==> src/local_io_pkg.sv <==
package local_io_pkg;

  localparam int unsigned LINE_COUNT = 4;
  localparam int unsigned CODE_W     = 16;

  // Parameter addresses of the four selectors
  localparam logic [15:0] OFS_LINE1 = 16'h0722;
  localparam logic [15:0] OFS_LINE2 = 16'h0724;
  localparam logic [15:0] OFS_LINE3 = 16'h0726;
  localparam logic [15:0] OFS_LINE4 = 16'h0728;

  // Selector codes
  localparam logic [15:0] CODE_FREE_IN     = 16'h0001;
  localparam logic [15:0] CODE_FAULT_RESET = 16'h0002;
  localparam logic [15:0] CODE_ENABLE      = 16'h0003;
  localparam logic [15:0] CODE_HALT        = 16'h0004;
  localparam logic [15:0] CODE_JOG_POS     = 16'h0009;
  localparam logic [15:0] CODE_JOG_NEG     = 16'h000A;
  localparam logic [15:0] CODE_JOG_FAST    = 16'h000B;
  localparam logic [15:0] CODE_HOMING      = 16'h0014;
  localparam logic [15:0] CODE_POS_LIMIT   = 16'h0015;
  localparam logic [15:0] CODE_NEG_LIMIT   = 16'h0016;
  localparam logic [15:0] CODE_FREE_OUT    = 16'h0065;
  localparam logic [15:0] CODE_NO_FAULT    = 16'h0066;
  localparam logic [15:0] CODE_READY       = 16'h0067;

  // Lines that alone may carry the travel limits (zero based)
  localparam int unsigned POS_LIMIT_LINE = 0;
  localparam int unsigned NEG_LIMIT_LINE = 1;

  // Factory assignment
  localparam logic [15:0] FACTORY_LINE1 = CODE_POS_LIMIT;
  localparam logic [15:0] FACTORY_LINE2 = CODE_NEG_LIMIT;
  localparam logic [15:0] FACTORY_LINE3 = CODE_FREE_IN;
  localparam logic [15:0] FACTORY_LINE4 = CODE_HOMING;

  function automatic logic [15:0] line_offset(input int unsigned idx);
    logic [15:0] ofs;
    ofs = OFS_LINE1;
    case (idx)
      1: ofs = OFS_LINE2;
      2: ofs = OFS_LINE3;
      3: ofs = OFS_LINE4;
      default: ofs = OFS_LINE1;
    endcase
    return ofs;
  endfunction : line_offset

  function automatic logic [15:0] factory_code(input int unsigned idx);
    logic [15:0] code;
    code = FACTORY_LINE1;
    case (idx)
      1: code = FACTORY_LINE2;
      2: code = FACTORY_LINE3;
      3: code = FACTORY_LINE4;
      default: code = FACTORY_LINE1;
    endcase
    return code;
  endfunction : factory_code

  function automatic logic code_allowed(input logic [15:0] code, input int unsigned idx);
    logic ok;
    ok = 1'b0;
    case (code)
      CODE_FREE_IN, CODE_FAULT_RESET, CODE_ENABLE, CODE_HALT,
      CODE_JOG_POS, CODE_JOG_NEG, CODE_JOG_FAST, CODE_HOMING,
      CODE_FREE_OUT, CODE_NO_FAULT, CODE_READY: ok = 1'b1;
      CODE_POS_LIMIT: ok = (idx == POS_LIMIT_LINE);
      CODE_NEG_LIMIT: ok = (idx == NEG_LIMIT_LINE);
      default: ok = 1'b0;
    endcase
    return ok;
  endfunction : code_allowed

endpackage : local_io_pkg

==> src/local_io_line_function_mux.sv <==
`timescale 1ns/10ps

module local_io_line_function_mux (
  input  wire logic        clk_sys,
  input  wire logic        arst_n,
  input  wire logic        ce,
  input  wire logic        param_wr,
  input  wire logic        param_rd,
  input  wire logic [15:0] param_addr,
  input  wire logic [15:0] param_wdata,
  output logic      [15:0] param_rdata,
  output logic             param_ack,
  output logic             param_err,
  input  wire logic        power_stage_enabled,
  input  wire logic        local_control_mode,
  input  wire logic        drive_no_fault,
  input  wire logic        drive_ready,
  input  wire logic [3:0]  free_output_value,
  input  wire logic        power_on_apply,
  input  wire logic [3:0]  line_in,
  output logic      [3:0]  line_out,
  output logic      [3:0]  line_oe,
  output logic      [3:0]  io_line_live_state,
  output logic             fault_reset_req,
  output logic             enable_req,
  output logic             halt_req,
  output logic             jog_positive,
  output logic             jog_negative,
  output logic             jog_fast_select,
  output logic             homing_switch,
  output logic             positive_travel_limit,
  output logic             negative_travel_limit
);

  localparam int unsigned N = local_io_pkg::LINE_COUNT;

  logic [N-1:0][15:0] stored_q, stored_d;
  logic [N-1:0][15:0] active_q, active_d;
  logic [15:0]        rdata_q, rdata_d;
  logic               ack_q, ack_d;
  logic               err_q, err_d;
  logic [N-1:0]       hit;
  logic [N-1:0]       code_ok;
  logic [N-1:0]       is_output;

  logic [N-1:0]       out_q, out_d;
  logic [N-1:0]       oe_q, oe_d;
  logic [N-1:0]       live_q, live_d;
  logic [8:0]         func_q, func_d;

  genvar g;
  generate
    for (g = 0; g < N; g++) begin : g_line
      assign hit[g]     = (param_addr == local_io_pkg::line_offset(g));
      assign code_ok[g] = local_io_pkg::code_allowed(param_wdata, g);
      assign is_output[g] = (active_q[g] == local_io_pkg::CODE_FREE_OUT) ||
                            (active_q[g] == local_io_pkg::CODE_NO_FAULT) ||
                            (active_q[g] == local_io_pkg::CODE_READY);
    end : g_line
  endgenerate

  // Selector storage and parameter access
  always_comb begin
    logic hit_any;
    logic accept;
    hit_any  = |hit;
    accept   = 1'b0;
    stored_d = stored_q;
    active_d = active_q;
    rdata_d  = rdata_q;
    for (int i = 0; i < N; i++) begin
      if (param_wr && hit[i] && !power_stage_enabled && code_ok[i]) begin
        stored_d[i] = param_wdata;
        accept      = 1'b1;
      end
      if (param_rd && hit[i]) begin
        rdata_d = stored_q[i];
      end
    end
    // Old function stays in force until the next power-on sequence
    if (power_on_apply) begin
      active_d = stored_q;
    end
    ack_d = param_wr || param_rd;
    err_d = (param_wr && !accept) || (param_rd && !hit_any);
  end

  always_ff @(posedge clk_sys or negedge arst_n) begin
    if (!arst_n) begin
      for (int i = 0; i < N; i++) begin
        stored_q[i] <= local_io_pkg::factory_code(i);
        active_q[i] <= local_io_pkg::factory_code(i);
      end
      rdata_q <= 16'h0000;
      ack_q   <= 1'b0;
      err_q   <= 1'b0;
    end else if (ce) begin
      stored_q <= stored_d;
      active_q <= active_d;
      rdata_q  <= rdata_d;
      ack_q    <= ack_d;
      err_q    <= err_d;
    end
  end

  // Line functions: several lines with one input request function are ORed together
  always_comb begin
    out_d  = '0;
    oe_d   = '0;
    live_d = '0;
    func_d = '0;
    for (int i = 0; i < N; i++) begin
      oe_d[i] = is_output[i];
      unique case (active_q[i])
        local_io_pkg::CODE_FREE_IN:     live_d[i] = line_in[i];
        local_io_pkg::CODE_FAULT_RESET: func_d[0] = func_d[0] | (line_in[i] & local_control_mode);
        local_io_pkg::CODE_ENABLE:      func_d[1] = func_d[1] | (line_in[i] & local_control_mode);
        local_io_pkg::CODE_HALT:        func_d[2] = func_d[2] | line_in[i];
        local_io_pkg::CODE_JOG_POS:     func_d[3] = func_d[3] | line_in[i];
        local_io_pkg::CODE_JOG_NEG:     func_d[4] = func_d[4] | line_in[i];
        local_io_pkg::CODE_JOG_FAST:    func_d[5] = func_d[5] | line_in[i];
        local_io_pkg::CODE_HOMING:      func_d[6] = func_d[6] | line_in[i];
        local_io_pkg::CODE_POS_LIMIT:   func_d[7] = func_d[7] | line_in[i];
        local_io_pkg::CODE_NEG_LIMIT:   func_d[8] = func_d[8] | line_in[i];
        local_io_pkg::CODE_FREE_OUT:    out_d[i]  = free_output_value[i];
        local_io_pkg::CODE_NO_FAULT:    out_d[i]  = drive_no_fault;
        local_io_pkg::CODE_READY:       out_d[i]  = drive_ready;
        // Unknown codes can only come from a corrupt store: line stays a dead input
        default: out_d[i] = 1'b0;
      endcase
    end
  end

  always_ff @(posedge clk_sys or negedge arst_n) begin
    if (!arst_n) begin
      out_q  <= '0;
      oe_q   <= '0;
      live_q <= '0;
      func_q <= '0;
    end else if (ce) begin
      out_q  <= out_d;
      oe_q   <= oe_d;
      live_q <= live_d;
      func_q <= func_d;
    end
  end

  assign param_rdata           = rdata_q;
  assign param_ack             = ack_q;
  assign param_err             = err_q;
  assign line_out              = out_q;
  assign line_oe               = oe_q;
  assign io_line_live_state    = live_q;
  assign fault_reset_req       = func_q[0];
  assign enable_req            = func_q[1];
  assign halt_req              = func_q[2];
  assign jog_positive          = func_q[3];
  assign jog_negative          = func_q[4];
  assign jog_fast_select       = func_q[5];
  assign homing_switch         = func_q[6];
  assign positive_travel_limit = func_q[7];
  assign negative_travel_limit = func_q[8];
endmodule : local_io_line_function_mux

==> config.mk <==
export PLATFORM = sky130hd
export DESIGN_NAME = local_io_line_function_mux
export DESIGN_NICKNAME = d
export VERILOG_FILES = /design/src/local_io_pkg.sv /design/src/local_io_line_function_mux.sv
export SDC_FILE = /design/constraint.sdc
export NUM_CORES = 1
export LEC_CHECK = 0
export BUFFER_PORTS_ARGS = -buffer_cell sky130_fd_sc_hd__buf_2
export CAP_MARGIN = 0
export CORE_MARGIN = 2
export CORE_UTILIZATION = 50
export CTS_BUF_LIST = sky130_fd_sc_hd__clkbuf_16
export CTS_CLUSTER_SIZE = 14
export DETAILED_ROUTE_END_ITERATION = 7
export GPL_ROUTABILITY_DRIVEN = 0
export PLACE_DENSITY_LB_ADDON = 0.08
export SLEW_MARGIN = 20
export SYNTH_ARGS = -nofsm -noshare
export SYNTH_HDL_FRONTEND = slang
export SYNTH_SLANG_ARGS = --single-unit
==> constraint.sdc <==
create_clock -name clk_sys -period 1.54 [get_ports clk_sys]
set_input_delay 0.308 -clock clk_sys [delete_from_list [all_inputs] [get_ports clk_sys]]
set_output_delay 0.308 -clock clk_sys [all_outputs]
set_load 0.02 [all_outputs]
Word level (Yosys, flattened, before mapping). Index checks and enable logic that the tools add are counted.

Register bits after elaboration: 167. Output and inout port bits: 39. Word-level logic and storage cells: 212.

Eq/ne operators: 69. Muxes and demuxes: 55. Bitwise logic cells: 31. Reduce and logical (&&, ||, !) cells: 42.

Operators by type and width (number): $eq A16 B4 Y1 const B (15); $eq A16 B5 Y1 const B (15); $eq A16 B7 Y1 const B (15); $eq A16 B2 Y1 const B (10); $eq A16 B1 Y1 const B (5); $eq A16 B3 Y1 const B (5); $eq A16 B11 Y1 const B (4); $mux W16 (4); $mux W1 (47); $or A1 B1 Y1 (27); $reduce_or A12 Y1 (2); $logic_and A1 B1 Y1 (18); $pmux W1 S3 (4); $reduce_and A2 Y1 (6); $reduce_or A11 Y1 (1); $logic_or A1 B1 Y1 (10); $and A1 B1 Y1 (4); $reduce_bool A4 Y1 (1); $reduce_or A4 Y1 (1); $logic_not A1 Y1 (3).

Longest topological paths before layout.
Depth after elaboration: 11. Mapped depth: 8. Gate-level depth less buffers: 5.

Worst setup path after synthesis. Ideal clock, no wire load.

Path type: input to register. Start: input param_wdata[6]. End: register stored_q[34] in the netlist's numbering. Data arrival time: 1.840 ns. Data required time: 1.415 ns. Path slack: -0.425 ns. Stages on the path: 8. Cell sequence: buf_2 -> or3_1 -> a211oi_2 -> or2_1 -> buf_6 -> nand4_4 -> buf_6 -> mux2_4.

Cells in the longest elaborated chain, start to end: 5.

RTL lines: start, declared (line local_io_line_function_mux.sv:10) `input wire logic [15:0] param_wdata,`; $eq A16 B1 Y1, or another cell as far along (line local_io_pkg.sv:64) `case (code)`; $reduce_or A11 Y1 (*) (line local_io_pkg.sv:64); $mux W1 (*) (line local_io_pkg.sv:64); $logic_and A1 B1 Y1 (*) (line local_io_line_function_mux.sv:72) `if (param_wr && hit[i] && !power_stage_enabled && code_ok[i]) begin`; $reduce_and A2 Y1 (no source line) (*); end signal, assigned by index (line local_io_line_function_mux.sv:91) `stored_q[i] <= local_io_pkg::factory_code(i);`; end signal, assigned (line local_io_line_function_mux.sv:98) `stored_q <= stored_d;`; end, declared (line local_io_line_function_mux.sv:37) `logic [N-1:0][15:0] stored_q, stored_d;`.

Mark *: on every way between the ends. The rest lies on a longest branch, timed or not. A chain may end at the register's enable or synchronous reset.

Final worst setup path.
Start: register active_q[27] in the netlist's numbering. End: register func_q[5].

Cells in the longest elaborated chain, start to end: 6.

RTL lines: start, declared (line local_io_line_function_mux.sv:38) `logic [N-1:0][15:0] active_q, active_d;`; start signal, assigned by index (line local_io_line_function_mux.sv:92) `active_q[i] <= local_io_pkg::factory_code(i);`; start signal, assigned (line local_io_line_function_mux.sv:99) `active_q <= active_d;`; $eq A16 B4 Y1 (*) (line local_io_line_function_mux.sv:114) `unique case (active_q[i])`; $mux W1 (*) (line local_io_line_function_mux.sv:114); $or A1 B1 Y1 (line local_io_line_function_mux.sv:121) `local_io_pkg::CODE_JOG_FAST: func_d[5] = func_d[5] | line_in[i];`; $mux W1 (*) (line local_io_line_function_mux.sv:114); $or A1 B1 Y1 (line local_io_line_function_mux.sv:121); $mux W1 (*) (line local_io_line_function_mux.sv:114); end signal, assigned (line local_io_line_function_mux.sv:144) `func_q <= func_d;`; end, declared (line local_io_line_function_mux.sv:49) `logic [8:0] func_q, func_d;`.

Marks and branches as above.

==> metrics.log <==
INFO  metric drtIter0Drc = 388
INFO  metric timing_worst_setup_path_type = flip-flop to flip-flop
INFO  metric layout.nets = 859
INFO  metric share_of_synthesized_area_occupied_by_flip_flops_and_latches = 54.7%
INFO  metric fp.dieH = 128 um
INFO  metric arrival = 2.09 ns
INFO  metric layout_min_cycle_time = 1.74 ns
INFO  metric power_density = 925 nW/um^2
INFO  metric static-leakage-power = 4.95 nW
INFO  metric fin_area = 10,200 sq um
INFO  metric cts.path.max_buffers = 2
INFO  metric area_delta_synth_final = 32.4%
INFO  metric rows = 45
INFO  metric count_of_antenna_violating_nets_left_after_detailed_routing = 0
INFO  metric r2r_setup_slk = -0.20 ns
INFO  metric share_comb_of_total_power = 5.7%
INFO  metric count_of_h_tree_levels_built_during_cts = 4
INFO  metric fmax = 573 MHz
INFO  metric final_core_utilization = 67.4%
INFO  metric clock_skew = 0.00811 ns
INFO  metric final_min_period_over_clock_period = 113%
INFO  metric critical_path_peak_fanout = 5
INFO  metric via_count_of_the_first_global_routing_pass = 5,614
INFO  metric ys.warnings.count = 0
INFO  metric detail_route.wl_per_cell = 19.5 um
INFO  metric failing_checks = setup timing
INFO  metric tritoncts = built
INFO  metric grt_pass1_wl = 30,300 um
INFO  metric ioPinCount = 89
INFO  metric timing_hold_violations_final = 0
INFO  metric clock_insertion_delay_worst_skew = 0.43 ns
INFO  metric clock_tree.root_cell = sky130_fd_sc_hd__clkbuf_16
INFO  metric postSynthRegisterBits = 167
INFO  metric end_kind = flip-flop
INFO  metric cts.clk_slew.worst_paths = 0.06 ns
INFO  metric yosysUniqueCellTypes = 61
INFO  metric synth_top_flop_cell = sky130_fd_sc_hd__dfrtp_1
INFO  metric critical_path.startpoint = active_q[27]$_DFFE_PN0P_
INFO  metric avgViaCountPerCell = 5.74
INFO  metric yosys-top-cells-area = sky130_fd_sc_hd__dfrtp_1 (49%), sky130_fd_sc_hd__mux2_2 (18%), sky130_fd_sc_hd__dfstp_2 (6.2%), sky130_fd_sc_hd__nor2_1 (2.4%), sky130_fd_sc_hd__and2_1 (2.4%)
INFO  metric clock_sinks = 167
INFO  metric detailedPlacementHpwl = 13,700 um
INFO  metric cts_made_buffers = 17
INFO  metric timing.critical_path.from_type = flip-flop
INFO  metric yosys.area.top_type = sky130_fd_sc_hd__dfrtp_1
INFO  metric grt.met3_usage = 4.26%
INFO  metric asyncSetResetFlopFracSynth = 100%
INFO  metric synth.top_cell.area_share = 48.5%
INFO  metric drt-total-wl = 19,700 um
INFO  metric min_path_type = input pin to flip-flop
INFO  metric timing.max_slew.rel_slack = 67.3%
INFO  metric timing.critical_path.required = 1.89 ns
INFO  metric critPathSlowestCell = sky130_fd_sc_hd__dfrtp_1
INFO  metric cp_cell_sequence = nor4_2, buf_4, and3_4, and4b_2, a31oi_2, a31oi_1
INFO  metric number_of_antenna_violations_at_the_first_check_in_global_routing = 0
INFO  metric worst_pin_slew = 0.489 ns
INFO  metric netlist_instances = 633
INFO  metric cp-endpoint = func_q[5]$_DFFE_PN0P_
INFO  metric setup_total_negative_slack = -4.35 ns
INFO  metric routed-via-count = 5,798
INFO  metric timing.max_cap.violations = 0
INFO  metric antenna_cells_inserted = 0
INFO  metric grt_start_max_net_pins = 70
INFO  metric worst-r2r-cell-count = 6
INFO  metric place.port_buffers = 88
INFO  metric post-layout-total-power = 9.41 mW
INFO  metric dpl_cell_area = 8990 sq um
INFO  metric report.final.setup_viol = 74
INFO  metric die_width = 128 um
INFO  metric gr-usage-met1 = 33.3%
INFO  metric track_usage = 24.3%
INFO  metric synth_area_per_cell = 12.1 sq um
INFO  metric intPower = 7.23 mW
INFO  metric synth_area = 7680 sq um
INFO  metric global_route.peak_usage_layer = met2
INFO  metric core_area = 15,100 sq um
INFO  metric rsz0062_at_grt = true
INFO  metric fraction_of_final_layout_cells_with_drive_strength_greater_than_1 = 54.9%
INFO  metric drt_drc_violations_left = 0
INFO  metric timing.rr.end = func_q[5]$_DFFE_PN0P_
INFO  metric power.clock.fraction = 47.4%
INFO  metric status = finished with violations
INFO  metric power.switching_fraction = 23.2%
INFO  metric crit-reg2reg-launch = active_q[27]$_DFFE_PN0P_
INFO  metric peakVddDrop = 0.773 mV
INFO  metric synth-edff-count = 0
INFO  metric firstDrtPassIters = 5
INFO  metric share_seq_of_total_power = 47.0%
INFO  metric grt_use_met2 = 39.6%
INFO  metric slowest_delay = 0.39 ns
INFO  metric switching_power = 2.18 mW
INFO  metric die_ar = 16,400 sq um
INFO  metric report.final.slew_viol_count = 0
INFO  metric global_route.overflow_total = 0
INFO  metric initial_core_util = 50.9%
INFO  metric worst_slack = -0.205 ns
INFO  metric total_nets_after_synthesis = 683
state kept, by name, summed over array words and instances (netlist names):
register / flops
active_q: 64
func_q: 9
io_line_live_state: 4
line_oe: 4
line_out: 4
param_ack: 1
param_err: 1
param_rdata: 16
stored_q: 64
kinds of logic after synthesis:
group / after synthesis / share of synthesized area [%]
DFF: 167 / 54.7
muxes: 132 / 19.5
buffers and inverters: 39 / 2.39
and+or+nand+nor: 228 / 17.3
AOI/OAI and AO/OA: 67 / 6.16
cells in the mapped netlist, types with 8 or more instances:
cell type	count
sky130_fd_sc_hd__dfrtp_1	149
sky130_fd_sc_hd__mux2_2	126
sky130_fd_sc_hd__nor2_1	50
sky130_fd_sc_hd__nand2_1	42
sky130_fd_sc_hd__and2_1	29
sky130_fd_sc_hd__a31oi_1	21
sky130_fd_sc_hd__dfstp_2	18
sky130_fd_sc_hd__nor3_1	16
sky130_fd_sc_hd__clkbuf_1	15
sky130_fd_sc_hd__inv_1	10
sky130_fd_sc_hd__nand3_1	10
sky130_fd_sc_hd__and2_2	9
sky130_fd_sc_hd__nand4_1	9
sky130_fd_sc_hd__nor2b_1	9
sky130_fd_sc_hd__a21oi_1	8
sky130_fd_sc_hd__o21ai_0	8
through the flow:
| step | instances | hold slack [ns] | setup slack, ns |
|---|---|---|---|
| 3_3_place_gp | 961 | 0.141 | -0.597 |
| 5_1_grt | 1010 | 0.197 | -0.267 |
| 2_1_floorplan | 633 | 0.0124 | -0.358 |
| 3_5_place_dp | 961 | 0.140 | -0.632 |
| 6_report | 1010 | 0.174 | -0.205 |
| 4_1_cts | 996 | 0.172 | -0.155 |
power groups by stage:
stage / logic (mW) / clock network, mW / registers (mW)
floorplan: 0.176 / 0 / 4.52
global placement: 0.499 / 0 / 4.50
detailed placement: 0.508 / 0 / 4.50
CTS: 0.522 / 4.52 / 4.42
global route: 0.583 / 4.74 / 4.42
finish: 0.535 / 4.45 / 4.42
layout make-up:
cell class | count | area, sq um
inverters | 11 | 48.8
well taps | 188 | 235
fillers | 1158 | 4920
flip-flops and latches | 167 | 4200
clock buffers | 17 | 425
clock inverters | 15 | 193
multi-input cells | 430 | 3720
repair buffers | 182 | 1350
routing by layer:
metal	part of all wire [%]	wire (um)
met5	0	0
met4	2.4	479
met3	3.7	736
met2	49	9680
met1	45	8790
worst min path at each step:
stage                       startpoint                        to  cells after the start
global route        local_control_mode     func_q[0]$_DFFE_PN0P_                      3
CTS                 local_control_mode     func_q[0]$_DFFE_PN0P_                      3
floorplan                       arst_n  active_q[10]$_DFFE_PN0P_                      0
finish              local_control_mode     func_q[0]$_DFFE_PN0P_                      3
global placement                arst_n    line_oe[2]$_DFFE_PN0P_                      1
detailed placement              arst_n    line_oe[2]$_DFFE_PN0P_                      1
timing repair:
action                                  CTS  global route
endpoints found under the setup margin   49            82
hold buffers                              1             0
setup buffers                             2             7
pin swaps                                30            20
cloned                                    0             7
resized for setup                        29            75
hold endpoints to repair                108             0
cells in the final DEF (no fill, tap or decap), types with 5 or more instances in the layout:
cell                        instances
sky130_fd_sc_hd__nand2_1           39
sky130_fd_sc_hd__and2_4            32
sky130_fd_sc_hd__a21oi_1            7
sky130_fd_sc_hd__a22oi_1            5
sky130_fd_sc_hd__buf_2             86
sky130_fd_sc_hd__mux2_2           122
sky130_fd_sc_hd__nor2_1            47
sky130_fd_sc_hd__and2_1             6
sky130_fd_sc_hd__nor3_4             5
sky130_fd_sc_hd__buf_4             68
sky130_fd_sc_hd__dfstp_2           18
sky130_fd_sc_hd__buf_6             17
sky130_fd_sc_hd__buf_12             9
sky130_fd_sc_hd__mux2_4             7
sky130_fd_sc_hd__inv_1             10
sky130_fd_sc_hd__clkbuf_16         18
sky130_fd_sc_hd__dfrtp_1          149
sky130_fd_sc_hd__nor2b_1            8
sky130_fd_sc_hd__a31oi_1           20
sky130_fd_sc_hd__nand3_1            9
sky130_fd_sc_hd__nor3_1            11
sky130_fd_sc_hd__nand4_1            9
sky130_fd_sc_hd__nor4_2             6
worst max-delay path, delay by kind of cell (launching register included):
family	cells	cell delay (ns)
AO/OA/AOI/OAI	2	0.28
buffers and inverters	1	0.18
flip-flops	1	0.39
AND/OR/NAND/NOR	3	0.82
Power figures use the tool's default switching activity.
